`src/inc/serial_port_pkg.sv`:
```
// Contract
// - Format field picks I2S, frame_sync_mode, right_justified or left_justified.
// - Word length field gives 16, 20, 24 or 32 bits per channel.
// - Bit clock direction bit: 0 accept bit_clock, 1 drive it.
// - Word clock direction bit: 0 accept word_clock, 1 drive it.
// - Data pin floats when idle only if tri-state enable is set.
// - Channel data starts 0 to 255 bit clocks late; frame sync from word rise.
// - Inversion bit flips bit clock sense for primary and secondary clocks.
// - Keep-alive bit keeps clocks running while the converter is powered down.
// - Divider input: code 10 converter clock, 11 modulator clock, others reserved.
// - Bit clock divider runs only while its power-up bit is one.
// - Ratio field divides by 1 to 127; zero divides by 128. A ratio of one holds the bit clock low.
// - Secondary bit clock comes from pin one (00) or pin two (01).
// - Secondary word clock comes from pin one (00) or pin two (01).
// - Select bit picks primary or secondary bit clock for the interface.
// - Select bit picks primary or secondary word clock for the interface.
// - Primary bit clock pin carries internal clock (0) or secondary clock (1).
// - Secondary bit clock output forwards primary (0) or internal clock (1).
// - Primary word clock out: internal sample rate (01) or secondary (10).
// - Secondary word clock out: primary (00) or internal sample rate (10).
// - Without slot mode both channels use first delay, but in frame sync the second follows the first at once; with it, the second channel uses the second delay.
package serial_port_pkg;
	// ==================================================
	// Register offsets, write masks and reset values
	localparam logic [7:0] OFF_FORMAT = 8'h1b;
	localparam logic [7:0] OFF_DELAY1 = 8'h1c;
	localparam logic [7:0] OFF_CLKCTL = 8'h1d;
	localparam logic [7:0] OFF_NDIV = 8'h1e;
	localparam logic [7:0] OFF_PINSEL = 8'h1f;
	localparam logic [7:0] OFF_SRCSEL = 8'h20;
	localparam logic [7:0] OFF_ROUTE = 8'h21;
	localparam logic [7:0] OFF_DELAY2 = 8'h25;
	localparam logic [7:0] OFF_SLOTCTL = 8'h26;
	localparam logic [7:0] MASK_FORMAT = 8'hfd;
	localparam logic [7:0] MASK_PINSEL = 8'h7e;
	localparam logic [7:0] MASK_SRCSEL = 8'h0c;
	localparam logic [7:0] MASK_ROUTE = 8'hfc;
	localparam logic [7:0] MASK_SLOTCTL = 8'h1f;
	localparam logic [7:0] RST_CLKCTL = 8'h02;
	localparam logic [7:0] RST_NDIV = 8'h01;
	localparam logic [7:0] RST_ROUTE = 8'h10;
	localparam logic [7:0] RST_SLOTCTL = 8'h02;
	// ==================================================
	// Field positions
	localparam int FMT_HI = 7;
	localparam int FMT_LO = 6;
	localparam int WL_HI = 5;
	localparam int WL_LO = 4;
	localparam int BDIR_BIT = 3;
	localparam int WDIR_BIT = 2;
	localparam int TRI_BIT = 0;
	localparam int INV_BIT = 3;
	localparam int KEEP_BIT = 2;
	localparam int NPWR_BIT = 7;
	localparam int BPIN_HI = 6;
	localparam int BPIN_LO = 5;
	localparam int WPIN_HI = 4;
	localparam int WPIN_LO = 3;
	localparam int BSEC_BIT = 3;
	localparam int WSEC_BIT = 2;
	localparam int PBOUT_BIT = 7;
	localparam int SBOUT_BIT = 6;
	localparam int PWOUT_HI = 5;
	localparam int PWOUT_LO = 4;
	localparam int SWOUT_HI = 3;
	localparam int SWOUT_LO = 2;
	localparam int SLOT_BIT = 0;
	// ==================================================
	// Codes
	localparam logic [1:0] FMT_I2S = 2'h0;
	localparam logic [1:0] FMT_FSYNC = 2'h1;
	localparam logic [1:0] FMT_RJ = 2'h2;
	localparam logic [1:0] FMT_LJ = 2'h3;
	localparam logic [1:0] SRC_CONV = 2'h2;
	localparam logic [1:0] SRC_MOD = 2'h3;
	localparam logic [1:0] PIN_ONE = 2'h0;
	localparam logic [1:0] PIN_TWO = 2'h1;
	localparam logic [1:0] WOUT_INT = 2'h1;
	localparam logic [1:0] WOUT_SEC = 2'h2;
	localparam logic [1:0] WOUT_PRIM = 2'h0;
	localparam logic [7:0] DIV_ZERO_RATIO = 8'h80;
	localparam logic [8:0] I2S_LEAD = 9'h001;
	typedef enum logic [2:0] {
		IDLE = 3'b001,
		DELAY = 3'b010,
		SHIFT = 3'b100
	} tx_state_e;
endpackage

```
`src/hdl/pin_sync.sv`:
```
`timescale 1ns/1ps
module pin_sync #(
	parameter int W = 1
) (
	// Clock and reset
	input wire logic clk,
	input wire logic rst_n,
	// Levels
	input wire logic [W-1:0] d,
	output logic [W-1:0] q
);
	typedef struct packed {
		logic [W-1:0] q1;
		logic [W-1:0] q2;
	} sync_s;
	sync_s s;
	sync_s next_s;

	// The first stage feeds only the second; nothing else reads it.
	always_comb begin
		next_s.q1 = d;
		next_s.q2 = s.q1;
	end

	// Both stages clear under reset.
	always_ff @(posedge clk or negedge rst_n) begin
		if (!rst_n) begin
			s <= '0;
		end else begin
			s <= next_s;
		end
	end

	assign q = s.q2;
endmodule

```
`src/hdl/bit_clock_gen.sv`:
```
`timescale 1ns/1ps
module bit_clock_gen (
	// Clock and reset
	input wire logic clk,
	input wire logic rst_n,
	// Control
	input wire logic run,
	input wire logic src_tick,
	input wire logic [6:0] ratio,
	// Output level
	output logic bclk
);
	typedef struct packed {
		logic [6:0] cnt;
		logic bclk;
	} div_s;
	div_s s;
	div_s next_s;
	logic [7:0] n;
	logic [7:0] half;
	logic [7:0] inc;

	// A zero ratio stands for the longest division.
	always_comb begin
		n = (ratio == 7'h00) ? serial_port_pkg::DIV_ZERO_RATIO : {1'b0, ratio};
		half = n >> 1;
		inc = {1'b0, s.cnt} + 8'h01;
	end

	// Count source ticks; the level is high for the first half period.
	// A ratio of one cannot make a square wave and leaves the level low.
	always_comb begin
		next_s = s;
		if (!run) begin
			next_s = '0;
		end else if (src_tick) begin
			next_s.cnt = (inc == n) ? 7'h00 : inc[6:0];
		end
		next_s.bclk = run && ({1'b0, next_s.cnt} < half);
	end

	always_ff @(posedge clk or negedge rst_n) begin
		if (!rst_n) begin
			s <= '0;
		end else begin
			s <= next_s;
		end
	end

	assign bclk = s.bclk;
endmodule

```
`src/hdl/serial_port.sv`:
```
`timescale 1ns/1ps
module serial_port (
	// Clock and reset
	input wire logic clk,
	input wire logic nrst,
	// Register port
	input wire logic reg_wr,
	input wire logic reg_rd,
	input wire logic [7:0] reg_addr,
	input wire logic [7:0] reg_wdata,
	output logic [7:0] reg_rdata,
	// Clock tree and converter
	input wire logic converter_clock_tick,
	input wire logic modulator_clock_tick,
	input wire logic sample_rate_clock,
	input wire logic converter_powered,
	input wire logic [31:0] left_sample,
	input wire logic [31:0] right_sample,
	// Primary bit and word clock pins
	input wire logic bit_clock_in,
	output logic bit_clock_out,
	output logic bit_clock_oe,
	input wire logic word_clock_in,
	output logic word_clock_out,
	output logic word_clock_oe,
	// General pins
	input wire logic general_pin_one_in,
	output logic general_pin_one_out,
	output logic general_pin_one_oe,
	input wire logic general_pin_two_in,
	output logic general_pin_two_out,
	output logic general_pin_two_oe,
	// Serial data pin
	output logic serial_data_out,
	output logic serial_data_oe
);
	typedef struct packed {
		logic [7:0] fmt;
		logic [7:0] dly1;
		logic [7:0] clkctl;
		logic [7:0] ndiv;
		logic [7:0] pinsel;
		logic [7:0] srcsel;
		logic [7:0] route;
		logic [7:0] dly2;
		logic [7:0] slotctl;
		logic [7:0] rdata;
		logic prev_b;
		logic prev_w;
		serial_port_pkg::tx_state_e st;
		logic ch;
		logic [31:0] sh;
		logic [4:0] bits;
		logic [9:0] dly;
		logic [8:0] half;
		logic [8:0] last_half;
		logic dout;
	} port_s;
	port_s s;
	port_s next_s;
	logic rst_n;
	logic [3:0] pins;
	logic g1, g2, pb, pw;
	logic int_bclk, inv, clk_run, src_tick;
	logic sec_b, sec_w, eff_b, eff_w, launch;
	logic int_w, prim_b_val, sec_b_val, prim_w_val, sec_w_val;
	logic drive_sec_b, drive_sec_w;
	logic [1:0] mode;
	logic [5:0] wl;
	logic go;
	logic [9:0] ld;
	logic [8:0] base;
	logic [31:0] word;

	// ==================================================
	// Reset release and pin synchronisers
	pin_sync #(.W(1)) rst_sync (.clk(clk), .rst_n(nrst), .d(1'b1), .q(rst_n));
	pin_sync #(.W(4)) in_sync (
		.clk(clk),
		.rst_n(rst_n),
		.d({general_pin_two_in, general_pin_one_in, word_clock_in, bit_clock_in}),
		.q(pins)
	);
	assign {g2, g1, pw, pb} = pins;

	// ==================================================
	// Bit clock divider
	always_comb begin
		unique case (s.clkctl[1:0])
			serial_port_pkg::SRC_CONV: src_tick = converter_clock_tick;
			serial_port_pkg::SRC_MOD: src_tick = modulator_clock_tick;
			default: src_tick = 1'b0;
		endcase
	end
	// Clocks stop with the converter unless keep-alive holds them up.
	assign clk_run = converter_powered || s.clkctl[serial_port_pkg::KEEP_BIT];
	bit_clock_gen divider (
		.clk(clk),
		.rst_n(rst_n),
		.run(s.ndiv[serial_port_pkg::NPWR_BIT] && clk_run),
		.src_tick(src_tick),
		.ratio(s.ndiv[6:0]),
		.bclk(int_bclk)
	);

	// ==================================================
	// Clock routing, selection and pin drive
	always_comb begin
		inv = s.clkctl[serial_port_pkg::INV_BIT];
		int_w = sample_rate_clock && clk_run;
		mode = s.fmt[serial_port_pkg::FMT_HI:serial_port_pkg::FMT_LO];
		unique case (s.pinsel[serial_port_pkg::BPIN_HI:serial_port_pkg::BPIN_LO])
			serial_port_pkg::PIN_ONE: sec_b = g1;
			serial_port_pkg::PIN_TWO: sec_b = g2;
			default: sec_b = 1'b0;
		endcase
		unique case (s.pinsel[serial_port_pkg::WPIN_HI:serial_port_pkg::WPIN_LO])
			serial_port_pkg::PIN_ONE: sec_w = g1;
			serial_port_pkg::PIN_TWO: sec_w = g2;
			default: sec_w = 1'b0;
		endcase
		prim_b_val = s.route[serial_port_pkg::PBOUT_BIT] ? sec_b : (int_bclk ^ inv);
		sec_b_val = s.route[serial_port_pkg::SBOUT_BIT] ? (int_bclk ^ inv) : pb;
		unique case (s.route[serial_port_pkg::PWOUT_HI:serial_port_pkg::PWOUT_LO])
			serial_port_pkg::WOUT_SEC: prim_w_val = sec_w;
			default: prim_w_val = int_w;
		endcase
		unique case (s.route[serial_port_pkg::SWOUT_HI:serial_port_pkg::SWOUT_LO])
			serial_port_pkg::WOUT_PRIM: sec_w_val = pw;
			default: sec_w_val = int_w;
		endcase
		// Secondary outputs drive a pin only when routed from inside.
		drive_sec_b = s.route[serial_port_pkg::SBOUT_BIT] && !s.srcsel[serial_port_pkg::BSEC_BIT];
		drive_sec_w = (s.route[serial_port_pkg::SWOUT_HI:serial_port_pkg::SWOUT_LO] == serial_port_pkg::WOUT_SEC)
			&& !s.srcsel[serial_port_pkg::WSEC_BIT];
		// Levels the serial engine follows; inversion changes the launch edge.
		if (s.srcsel[serial_port_pkg::BSEC_BIT]) begin
			eff_b = sec_b ^ inv;
		end else begin
			eff_b = (s.fmt[serial_port_pkg::BDIR_BIT] ? int_bclk : pb) ^ inv;
		end
		if (s.srcsel[serial_port_pkg::WSEC_BIT]) begin
			eff_w = sec_w;
		end else begin
			eff_w = s.fmt[serial_port_pkg::WDIR_BIT] ? int_w : pw;
		end
	end

	// Pin outputs; reserved select codes leave both general pins undriven.
	assign bit_clock_out = prim_b_val;
	assign bit_clock_oe = s.fmt[serial_port_pkg::BDIR_BIT];
	assign word_clock_out = prim_w_val;
	assign word_clock_oe = s.fmt[serial_port_pkg::WDIR_BIT];
	assign general_pin_one_oe = (drive_sec_b && s.pinsel[6:5] == serial_port_pkg::PIN_ONE)
		|| (drive_sec_w && s.pinsel[4:3] == serial_port_pkg::PIN_ONE);
	assign general_pin_two_oe = (drive_sec_b && s.pinsel[6:5] == serial_port_pkg::PIN_TWO)
		|| (drive_sec_w && s.pinsel[4:3] == serial_port_pkg::PIN_TWO);
	assign general_pin_one_out = (drive_sec_b && s.pinsel[6:5] == serial_port_pkg::PIN_ONE) ? sec_b_val : sec_w_val;
	assign general_pin_two_out = (drive_sec_b && s.pinsel[6:5] == serial_port_pkg::PIN_TWO) ? sec_b_val : sec_w_val;
	assign serial_data_out = s.dout;
	// Idle data floats only on request, so a shared line is not fought over.
	assign serial_data_oe = !(s.fmt[serial_port_pkg::TRI_BIT] && s.st == serial_port_pkg::IDLE);
	assign reg_rdata = s.rdata;

	// ==================================================
	// Registers and serial engine
	always_comb begin
		next_s = s;
		go = 1'b0;
		ld = '0;
		word = '0;
		launch = s.prev_b && !eff_b;
		unique case (s.fmt[serial_port_pkg::WL_HI:serial_port_pkg::WL_LO])
			2'h0: wl = 6'd16;
			2'h1: wl = 6'd20;
			2'h2: wl = 6'd24;
			default: wl = 6'd32;
		endcase
		// Right-justified data ends on the last bit clock of its half, sized from the previous half.
		base = (s.last_half > {3'h0, wl}) ? (s.last_half - {3'h0, wl}) : 9'h000;
		next_s.prev_b = eff_b;
		if (reg_rd) begin
			unique case (reg_addr)
				serial_port_pkg::OFF_FORMAT: next_s.rdata = s.fmt;
				serial_port_pkg::OFF_DELAY1: next_s.rdata = s.dly1;
				serial_port_pkg::OFF_CLKCTL: next_s.rdata = s.clkctl;
				serial_port_pkg::OFF_NDIV: next_s.rdata = s.ndiv;
				serial_port_pkg::OFF_PINSEL: next_s.rdata = s.pinsel;
				serial_port_pkg::OFF_SRCSEL: next_s.rdata = s.srcsel;
				serial_port_pkg::OFF_ROUTE: next_s.rdata = s.route;
				serial_port_pkg::OFF_DELAY2: next_s.rdata = s.dly2;
				serial_port_pkg::OFF_SLOTCTL: next_s.rdata = s.slotctl;
				default: next_s.rdata = 8'h00;
			endcase
		end
		// Read-only reserved bits are masked; software keeps reserved codes out.
		if (reg_wr) begin
			unique case (reg_addr)
				serial_port_pkg::OFF_FORMAT: next_s.fmt = reg_wdata & serial_port_pkg::MASK_FORMAT;
				serial_port_pkg::OFF_DELAY1: next_s.dly1 = reg_wdata;
				serial_port_pkg::OFF_CLKCTL: next_s.clkctl = reg_wdata;
				serial_port_pkg::OFF_NDIV: next_s.ndiv = reg_wdata;
				serial_port_pkg::OFF_PINSEL: next_s.pinsel = reg_wdata & serial_port_pkg::MASK_PINSEL;
				serial_port_pkg::OFF_SRCSEL: next_s.srcsel = reg_wdata & serial_port_pkg::MASK_SRCSEL;
				serial_port_pkg::OFF_ROUTE: next_s.route = reg_wdata & serial_port_pkg::MASK_ROUTE;
				serial_port_pkg::OFF_DELAY2: next_s.dly2 = reg_wdata;
				serial_port_pkg::OFF_SLOTCTL: next_s.slotctl = reg_wdata & serial_port_pkg::MASK_SLOTCTL;
				default: ;
			endcase
		end
		if (launch) begin
			next_s.prev_w = eff_w;
			if (eff_w != s.prev_w && (mode != serial_port_pkg::FMT_FSYNC || eff_w)) begin
				// A word clock edge restarts the frame, even mid-word; frame sync ignores the fall.
				next_s.half = '0;
				next_s.last_half = s.half + 9'h001;
				next_s.st = serial_port_pkg::IDLE;
				next_s.dout = 1'b0;
				if (mode != serial_port_pkg::FMT_FSYNC || eff_w) begin
					go = 1'b1;
					next_s.ch = (mode == serial_port_pkg::FMT_I2S) ? eff_w : !eff_w;
					if (mode == serial_port_pkg::FMT_FSYNC) begin
						next_s.ch = 1'b0;
					end
					unique case (mode)
						serial_port_pkg::FMT_I2S: ld = {1'b0, serial_port_pkg::I2S_LEAD};
						serial_port_pkg::FMT_RJ: ld = {1'b0, base};
						default: ld = '0;
					endcase
					if (next_s.ch && s.slotctl[serial_port_pkg::SLOT_BIT]) begin
						ld = ld + {2'h0, s.dly2};
					end else begin
						ld = ld + {2'h0, s.dly1};
					end
				end
			end else begin
				next_s.half = (s.half == 9'h1ff) ? s.half : s.half + 9'h001;
				unique case (s.st)
					serial_port_pkg::IDLE: ;
					serial_port_pkg::DELAY: begin
						if (s.dly == 10'h001) begin
							go = 1'b1;
						end else begin
							next_s.dly = s.dly - 10'h001;
						end
					end
					serial_port_pkg::SHIFT: begin
						if (s.bits != 5'h00) begin
							next_s.dout = s.sh[31];
							next_s.sh = {s.sh[30:0], 1'b0};
							next_s.bits = s.bits - 5'h01;
						end else if (mode == serial_port_pkg::FMT_FSYNC && !s.ch) begin
							// The second channel follows the first in frame sync.
							go = 1'b1;
							next_s.ch = 1'b1;
							ld = s.slotctl[serial_port_pkg::SLOT_BIT] ? {2'h0, s.dly2} : 10'h000;
							next_s.st = serial_port_pkg::IDLE;
							next_s.dout = 1'b0;
						end else begin
							next_s.st = serial_port_pkg::IDLE;
							next_s.dout = 1'b0;
						end
					end
					default: next_s.st = serial_port_pkg::IDLE;
				endcase
			end
		end
		if (go) begin
			if (ld == 10'h000 || s.st == serial_port_pkg::DELAY && ld == 10'h000 && !launch) begin
				next_s.st = serial_port_pkg::SHIFT;
			end
			// A restart must not load at once just because an old delay was about to expire.
			if (ld == 10'h000) begin
				word = next_s.ch ? right_sample : left_sample;
				next_s.st = serial_port_pkg::SHIFT;
				next_s.dout = word[31];
				next_s.sh = {word[30:0], 1'b0};
				next_s.bits = 5'(wl - 6'd1);
			end else begin
				next_s.st = serial_port_pkg::DELAY;
				next_s.dly = ld;
			end
		end
	end

	always_ff @(posedge clk or negedge rst_n) begin
		if (!rst_n) begin
			s <= '{fmt: 8'h00, dly1: 8'h00, clkctl: serial_port_pkg::RST_CLKCTL, ndiv: serial_port_pkg::RST_NDIV,
				pinsel: 8'h00, srcsel: 8'h00, route: serial_port_pkg::RST_ROUTE, dly2: 8'h00,
				slotctl: serial_port_pkg::RST_SLOTCTL, rdata: 8'h00, prev_b: 1'b0, prev_w: 1'b0,
				st: serial_port_pkg::IDLE, ch: 1'b0, sh: 32'h0000_0000, bits: 5'h00, dly: 10'h000,
				half: 9'h000, last_half: 9'h000, dout: 1'b0};
		end else begin
			s <= next_s;
		end
	end
endmodule

```
`config.mk`:
```
export PLATFORM = sky130hd
export DESIGN_NAME = serial_port
export DESIGN_NICKNAME = d
export VERILOG_FILES = /design/src/inc/serial_port_pkg.sv /design/src/hdl/pin_sync.sv /design/src/hdl/bit_clock_gen.sv /design/src/hdl/serial_port.sv
export SDC_FILE = /design/constraint.sdc
export NUM_CORES = 1
export LEC_CHECK = 0
export ABC_AREA = 0
export BUFFER_PORTS_ARGS = -buffer_cell sky130_fd_sc_hd__buf_2
export CAP_MARGIN = 20
export CORE_UTILIZATION = 38
export DETAILED_ROUTE_END_ITERATION = 6
export PLACE_DENSITY_LB_ADDON = 0.25
export SLEW_MARGIN = 20
export SYNTH_ARGS = -nofsm -noshare
export SYNTH_HDL_FRONTEND = slang
export SYNTH_SLANG_ARGS = --single-unit
```
`constraint.sdc`:
```
create_clock -name clk -period 5.9 [get_ports clk]
set_clock_uncertainty 0.05 [all_clocks]
set_input_delay 0.885 -clock clk [delete_from_list [all_inputs] [get_ports clk]]
set_output_delay 0.885 -clock clk [all_outputs]
set_load 0.01 [all_outputs]
```
* After elaboration in Yosys (flattened, before gate mapping)
Cells that the tools add are included. W data, S select, Z words.
Cells by class: add/subtract/negate cells 8, magnitude comparators 2, equal/unequal tests 30, muxes and demuxes 69, bitwise logic cells 3, reductions and logical operators 46
Operators by type and width (number):
- $mux W10 | 10
- $mux W47 | 2
- $mux W37 | 2
- $pmux W8 S9 | 1
- $mux W70 | 1
- $eq A8 B5 Y1 const B | 5
- $mux W8 | 5
- $mux W38 | 1
- $mux W9 | 4
- $eq A8 B6 Y1 const B | 4
- $mux W32 | 1
- $mux W1 | 28
- $reduce_and A2 Y1 | 11
- $mux W7 | 3
- $add A10 B8 Y10 | 2
- $pmux W6 S3 | 1
- $pmux W9 S2 | 1
- $logic_and A1 B1 Y1 | 14
- $eq A2 B2 Y1 const B | 6
- $eq A10 B1 Y1 const B | 1
- $logic_not A10 Y1 | 1
- $logic_not A2 Y1 | 5
- $sub A10 B1 Y10 const B | 1
- $sub A5 B1 Y5 const B | 2
- other kinds (28) | 46
Storage, ports and cells: flip-flop bits (word level) 156, input bits 92, output and inout port bits 18, word-level logic and storage cells 184

* Logic depth before layout (Yosys ltp)
Gate-level depths: netlist of the first run.
depth after elaboration 18, depth in mapped cells 21, mapped depth without buffers 18

* By module
A second synthesis of the first run with hierarchy kept.
Unflattened totals: cell total of the unflattened synthesis 851, area, all modules 9197.6 µm²
Modules (own cells, without submodules):
- serial_port | times used 1, cells each 752, area an instance 8144.1 µm², seq. area each 3459.6 µm²
- bit_clock_gen | times used 1, cells each 89, area an instance 803.3 µm², seq. area each 200.2 µm²
- pin_sync (in_sync) | times used 1, cells each 8, area an instance 200.2 µm², seq. area each 200.2 µm²
- pin_sync (rst_sync) | times used 1, cells each 2, area an instance 50.0 µm², seq. area each 50.0 µm²

* Worst setup path after synthesis of the first run
OpenSTA, ideal clock, no wires.
kind input-to-reg, start point in converter_powered, end point reg s[57] (netlist name), setup time 79 ps, arrival time 4677 ps, required time 5771 ps, slack 1094 ps, stages 20, buffers on the path 4, path through o21a_1 a211oi_1 or2_2 a21oi_1 nor2b_1 clkbuf_1 mux2_2 ha_1 inv_1 fa_1 nand2b_1 a21oi_1 o221ai_1 a211o_1 a31oi_1 and4_1 buf_6 buf_12 buf_8 mux2i_1
RTL lines:
- from (decl) | line serial_port.sv:16 | input wire logic converter_powered,
- to (signal assigned) | line serial_port.sv:288 | s <= '{fmt: 8'h00, dly1: 8'h00, clkctl: serial_port_pkg::RST_CLKCTL, ndiv: serial_port_pkg::RST_NDIV,
- to (signal assigned) | line serial_port.sv:294 | s <= next_s;
- to (decl) | line serial_port.sv:59 | port_s s;

==> results by group, run 1 <==
Die
  • Die height: 158 um
  • Initial Utilization: 39.0%
  • Core Footprint: 23600 sq um
  • Die W: 158 um
  • DIE AREA: 24900 sq um
  • Ports: 110
  • Num rows: 56

Clocking
  • Clock Pin Slew Worst Setup and Hold Paths: 0.06 ns
  • Clk_lat worst skew: 0.44 ns
  • Clock Tree Buf Depth: 2
  • Root cell of the clock tree: clkbuf_16
  • H-tree levels: 4
  • TritonCTS clock tree: built
  • Clock Sinks: 156
  • TritonCTS buffer count: 17
  • CTS resizes: 0
  • Hold Buf Count CTS: 0
  • Post-CTS setup buffer count: 0

GRT
  • Largest net degree at the start of global routing: 68
  • First-pass GRT wire length: 36400 um
  • Number of antenna violations at the first check in global routing: 0
  • Met3 Use GR: 2.63%
  • Total GRT Usage: 19.3%
  • Met2 GRT Util: 29.4%
  • GRT Max-Usage Layer: met2
  • GRT overflow: 0
  • Met1 Usage GRT: 27.8%
  • Number of global-route vias before repair: 6659

Timing
  • Min cycle time layout: 5.24 ns
  • Fin Setup TNS: 0 ns
  • Rel. slew slack: 36.7%
  • Tcrit/Tclk final: 88.8%
  • Final hold slack: 0.170 ns
  • Unrepaired setup endpoints after global routing: false
  • Final setup fails: 0
  • Max Slew Vio Count: 0
  • Final Hold Viols: 0
  • Slew @ Worst Pin: 0.945 ns
  • Final worst setup slack: 0.663 ns
  • Fmax: 191 MHz

Flow run
  • Max_cap viols: 0

Placed design
  • HPWL Detailed: 17000 um
  • Dpl cells: 1263
  • Number of port buffers: 109
  • Worst slack at placement: 0.278 ns
  • GP Congestion: 0.925

Cells and area
  • # diodes: 0
  • Layout cell share with drive strength beyond 1: 24.7%
  • Final #Nets: 1085
  • Final Non-Filler Cells: 1295
  • Layout area overhead: 15.3%

Setup path
  • Worst Setup End Kind: register
  • Critical path class: input port to register
  • Worst-path maximum fanout: 38
  • Critical path required time: 6.19 ns
  • Critical path arrival: 5.53 ns
  • Critical path launch point type: input port

Drt
  • Initial DRT Pass Iterations: 5
  • WL final: 23100 um
  • Wirelength per Cell: 17.9 um
  • Vias: 6969
  • Final ANT Viol Nets: 0
  • Residual DRC count: 0
  • Via/cell ratio: 5.38
  • Initial DRC Count: 447

Synthesis
  • Mapped Nets: 987
  • Yosys cell types: 77
  • Post-Syn Area per Cell: 10.7 sq um
  • Sequential area share after synthesis: 42.4%
  • Yosys reg bits: 156
  • Prevailing post-synth register cell: dfrtp_1
  • Syn Std Cell Area: 9220 sq um
  • YS warnings: 0
  • EDFF count, synth: 0
  • Async S/R FF share, synth: 100%
  • Cell count after synthesis: 865

Power
  • Maximum VDD drop: 0.000215 V
  • Overall Power: 0.00348 W
  • Cell Pwr Density: 328 nW/um^2
  • Leakage: 5.01 nW

Status
  • Status: finished clean

Worst hold path
  • Hold WC Path Type: input port to asynchronous set/reset pin
synthesized netlist by cell type, types with 3 or more instances:
| cell type | instances | share of area, % |
|---|---|---|
| nand4_1 | 11 | 0.75 |
| o21a_1 | 5 | 0.41 |
| buf_2 | 9 | 0.49 |
| a221o_1 | 3 | 0.33 |
| inv_1 | 37 | 1.5 |
| o21ai_0 | 42 | 2.3 |
| and3_1 | 4 | 0.27 |
| nor3_1 | 17 | 0.92 |
| a22o_1 | 5 | 0.48 |
| a211oi_1 | 6 | 0.49 |
| ha_1 | 28 | 3.8 |
| mux4_2 | 5 | 1.2 |
| xnor2_1 | 17 | 1.6 |
| or3_1 | 5 | 0.34 |
| dfrtp_1 | 151 | 41 |
| o211ai_1 | 4 | 0.33 |
| clkbuf_1 | 15 | 0.61 |
| o31ai_1 | 6 | 0.49 |
| or2_2 | 4 | 0.27 |
| xor2_1 | 21 | 2.0 |
| nand2_1 | 52 | 2.1 |
| a221oi_1 | 3 | 0.29 |
| or4_1 | 5 | 0.41 |
| a31oi_1 | 12 | 0.81 |
| nand2b_1 | 9 | 0.61 |
| nor2b_1 | 7 | 0.48 |
| mux2_2 | 64 | 7.8 |
| nor2_1 | 62 | 2.5 |
| a22oi_1 | 4 | 0.33 |
| a21o_1 | 7 | 0.57 |
| o22ai_1 | 18 | 1.2 |
| a311oi_1 | 4 | 0.38 |
| nand3_1 | 15 | 0.81 |
| a21oi_1 | 22 | 1.2 |
| dfstp_2 | 5 | 1.4 |
| buf_4 | 9 | 0.73 |
| mux2i_1 | 114 | 12 |
| nor4_1 | 4 | 0.27 |
worst max-delay path: stages:
cell	delay [ns]
buf_2	0.10
o21a_1	0.23
a211oi_1	0.60
or2_2	0.23
a21oi_1	0.11
nor2b_1	0.53
mux2_2	0.27
ha_1	0.18
inv_1	0.06
fa_1	0.42
nand2b_1	0.21
a21oi_1	0.22
o221ai_1	0.16
a211o_1	0.33
a31oi_1	0.16
and4_2	0.28
buf_12	0.26
mux2i_1	0.25
sequential cells by signal, summed over array words and instances, names as in the netlist:
signal and cells:
s 124, reg_rdata 8, divider.s 7, in_sync.next_s 4, in_sync.q 4, mode 2
bit_clock_oe 1, divider.bclk 1, inv 1, rst_sync.next_s 1, rst_sync.q 1, serial_data_out 1
word_clock_oe 1
cell families after synthesis:
kind of cell               after synthesis  synth area share (%)
xor gates and xnor gates                39                  3.86
AOI/OAI and AO/OA                      164                  11.9
muxes                                  183                  21.4
adders and majority gates               30                  4.24
buffers and inverters                   76                  4.14
other                                    1                0.0407
DFF                                    156                  42.4
and+or+nand+nor                        216                  11.9
stage by stage:
stage	instance area, sq um	utilization (%)
after floorplan	9220	-
after global placement	10000	42.4
after detailed placement	10000	42.4
after CTS	10600	45.0
after global routing	10600	45.0
final	10600	45.0
path summary, 6_finish.rpt:
path                       slack (ns)                   startpoint                      to  depth (start not counted)
max                              0.66            converter_powered         s[40]$_DFF_PN0_                         18
min reg2reg                      0.30         rst_sync.q$_DFF_PN0_  in_sync.q[3]$_DFF_PN0_                          0
max in group asynchronous        4.21         rst_sync.q$_DFF_PN0_       s[93]$_DFFE_PN0P_                          1
min                              0.17                         nrst    rst_sync.q$_DFF_PN0_                          1
max reg2reg                      0.80           s[130]$_DFFE_PN0P_         s[40]$_DFF_PN0_                         17
min in group clk                 0.30  in_sync.next_s[3]$_DFF_PN0_  in_sync.q[3]$_DFF_PN0_                          0
layer usage:
metal,up-vias,routed length [um]
met4,0,459
met3,26,746
met5,-,0
li1,3384,-
met2,139,10500
met1,3420,11400
area by class of cell:
| class | count | area [sq um] |
|---|---|---|
| sequential | 156 | 3910 |
| clock inverter | 13 | 156 |
| clock buffer | 19 | 453 |
| fill | 2252 | 13000 |
| timing repair buffer | 118 | 626 |
| inverter | 37 | 139 |
| multi-input combinational | 633 | 4940 |
| tap | 319 | 399 |
power breakdown:
group          total [W]  switching [W]  leakage, nW  internal (W)
sequential       0.00147       0.000181         1.97       0.00129
clock            0.00113       0.000476        0.293      0.000656
combinational   0.000879       0.000475         2.75      0.000403
cells in the final DEF, fill, tap and decap left out, types with 7 or more instances in the layout:
cell type  count
mux2i_1      114
a21oi_1       22
nand4_1       11
nor2_1        62
nand3_1       15
nor3_1        17
o21ai_0       42
nand2b_1       9
xor2_1        21
inv_1         37
a21o_1         7
mux2_2        64
nand2_1       52
dfrtp_1      150
buf_4          8
a31oi_1       12
xnor2_1       17
nor2b_1        7
clkbuf_16     17
o22ai_1       18
buf_2        109
ha_1          28
No activity file was read; power rests on OpenSTA's default activity.
==> run 2, diff against run 1 <==
--- a/config.mk
+++ b/config.mk
@@ -8,7 +8,7 @@
 export ABC_AREA = 0
 export BUFFER_PORTS_ARGS = -buffer_cell sky130_fd_sc_hd__buf_2
 export CAP_MARGIN = 20
-export CORE_UTILIZATION = 38
+export CORE_UTILIZATION = 45
 export DETAILED_ROUTE_END_ITERATION = 6
 export PLACE_DENSITY_LB_ADDON = 0.25
 export SLEW_MARGIN = 20
==> constraint.sdc (replaced) <==
create_clock -name clk -period 5.9 [get_ports clk]
set_clock_uncertainty 0.05 [all_clocks]
set_input_delay 1.18 -clock clk [delete_from_list [all_inputs] [get_ports clk]]
set_output_delay 1.18 -clock clk [all_outputs]
set_load 0.01 [all_outputs]
==> results by group, run 2 (synthesis results as in run 1) <==
Status
  • Status: finished clean

Die
  • Die height: 145 um
  • Num rows: 51
  • Core Footprint: 19800 sq um
  • Ports: 110
  • Die W: 145 um
  • Initial Utilization: 46.6%
  • DIE AREA: 21100 sq um

Clocking
  • Clock Sinks: 156
  • CTS resizes: 0
  • Clk_lat worst skew: 0.43 ns
  • Hold Buf Count CTS: 0
  • TritonCTS clock tree: built
  • Root cell of the clock tree: clkbuf_16
  • Post-CTS setup buffer count: 0
  • Clock Pin Slew Worst Setup and Hold Paths: 0.06 ns
  • Clock Tree Buf Depth: 2
  • TritonCTS buffer count: 17
  • H-tree levels: 4

Cells and area
  • Largest reg by FF count: s
  • Layout area overhead: 14.8%
  • Final #Nets: 1086
  • Layout cell share with drive strength beyond 1: 24.5%
  • Commonest non-fill, non-tap cell in the layout: dfrtp_1
  • # diodes: 0
  • Largest register FFs: 124
  • Final Non-Filler Cells: 1242
  • Most frequent cells in the layout: 150 x dfrtp_1, 114 x mux2i_1, 109 x buf_2

Timing
  • Fmax: 193 MHz
  • Unrepaired setup endpoints after global routing: false
  • Final hold slack: 0.138 ns
  • Fin Setup TNS: 0 ns
  • Max Slew Vio Count: 0
  • Final Hold Viols: 0
  • Rel. slew slack: 30.7%
  • Tcrit/Tclk final: 87.7%
  • Slew @ Worst Pin: 1.03 ns
  • Min cycle time layout: 5.17 ns
  • Final setup fails: 0

Drt
  • Residual DRC count: 0
  • Wirelength per Cell: 18.0 um
  • Final ANT Viol Nets: 0
  • Initial DRT Pass Iterations: 5
  • Vias: 6926
  • WL final: 22300 um
  • Via/cell ratio: 5.58
  • Initial DRC Count: 429

Setup path
  • Critical path class: input port to register
  • Critical Path Source: converter_powered
  • Critical path's slowest cell: a211oi_1
  • Worst-path maximum fanout: 12
  • Crit-path leading delay family: compound AO/OA/AOI/OAI gates
  • CP bufs+invs: 2
  • Reg-to-reg startpoint: s[130]$_DFFE_PN0P_
  • Critical path launch point type: input port
  • Slowest stage delay, CP: 0.55 ns
  • Critical path, cell by cell: buf_2 -> o21a_1 -> a211oi_1 -> or2_2 -> a21oi_1 -> nor2b_1 -> buf_4 -> mux2_2 -> ha_1 -> o21ai_0 -> a2111oi_0 -> a311oi_1 -> a21oi_1 -> o21ai_0 -> nand4_1 -> o31ai_1
  • Critical path arrival: 5.45 ns
  • Critical path required time: 6.18 ns
  • Worst Setup End Kind: register

Flow run
  • Max_cap viols: 0

Placed design
  • Dpl cells: 1210
  • GP Congestion: 0.897
  • Number of port buffers: 109
  • HPWL Detailed: 16300 um

Worst hold path
  • Hold WC Path Type: register to asynchronous set/reset pin

GRT
  • First-pass GRT wire length: 36700 um
  • GRT overflow: 0
  • Number of global-route vias before repair: 6930
  • Largest net degree at the start of global routing: 77
  • Total GRT Usage: 22.1%
  • Number of antenna violations at the first check in global routing: 0

Power
  • Maximum VDD drop: 0.000213 V
  • Leakage: 5.02 nW
  • Cell Pwr Density: 332 nW/um^2
[run 2: cell types whose count changed in the layout (fill, tap and decap cells not counted)]
| cell | delta |
|---|---|
| buf_4 | +1 |
| bufinv_16 | +2 |
| clkbuf_1 | +3 |
| clkinv_2 | +2 |
| clkinv_4 | -3 |
| inv_6 | -3 |
| inv_8 | -1 |
[run 2: area by class of cell]
type,count,area [sq um]
Fill cell,1840,9200
Multi-Input combinational cell,633,4940
Sequential cell,156,3910
Timing Repair Buffer,119,633
Clock buffer,22,464
Tap cell,265,332
Clock inverter,10,163
Inverter,37,139
[run 2: final timing paths]
check / cells past startpoint / slack (ns) / end
max in group asynchronous: 1 / 4.41 / s[84]$_DFFE_PN0P_
min: 0 / 0.14 / in_sync.q[0]$_DFF_PN0_
max reg2reg: 15 / 1.17 / s[27]$_DFF_PN0_
min in group clk: 0 / 0.30 / in_sync.q[3]$_DFF_PN0_
min reg2reg: 0 / 0.14 / in_sync.q[0]$_DFF_PN0_
max: 16 / 0.73 / s[27]$_DFF_PN0_
[run 2: routing by layer]
layer	up-vias	wire, um	track usage (%)
li1	3376	-	-
met1	3378	10800	31.3
met2	147	10300	34.3
met3	25	847	3.62
met4	0	375	7.16
met5	-	0	0
[run 2: metrics by stage]
| stage | area, sq um | util, % | setup slack, ns | power, W |
|---|---|---|---|---|
| 6_report | 10600 | 53.5 | 0.726 | 0.00351 |
| 5_1_grt | 10600 | 53.5 | 0.316 | 0.00372 |
| 4_1_cts | 10600 | 53.5 | 0.790 | 0.00354 |
| 3_5_place_dp | 9950 | 50.3 | 0.367 | 0.00235 |
| 3_3_place_gp | 9950 | 50.3 | 0.481 | 0.00233 |
| 2_1_floorplan | 9220 | - | 0.799 | 0.00211 |
[run 2: power by group]
part / internal [W] / total [W] / switching [W]
combinational: 0.000403 / 0.000871 / 0.000468
sequential: 0.00129 / 0.00146 / 0.000177
clock: 0.000732 / 0.00118 / 0.000446
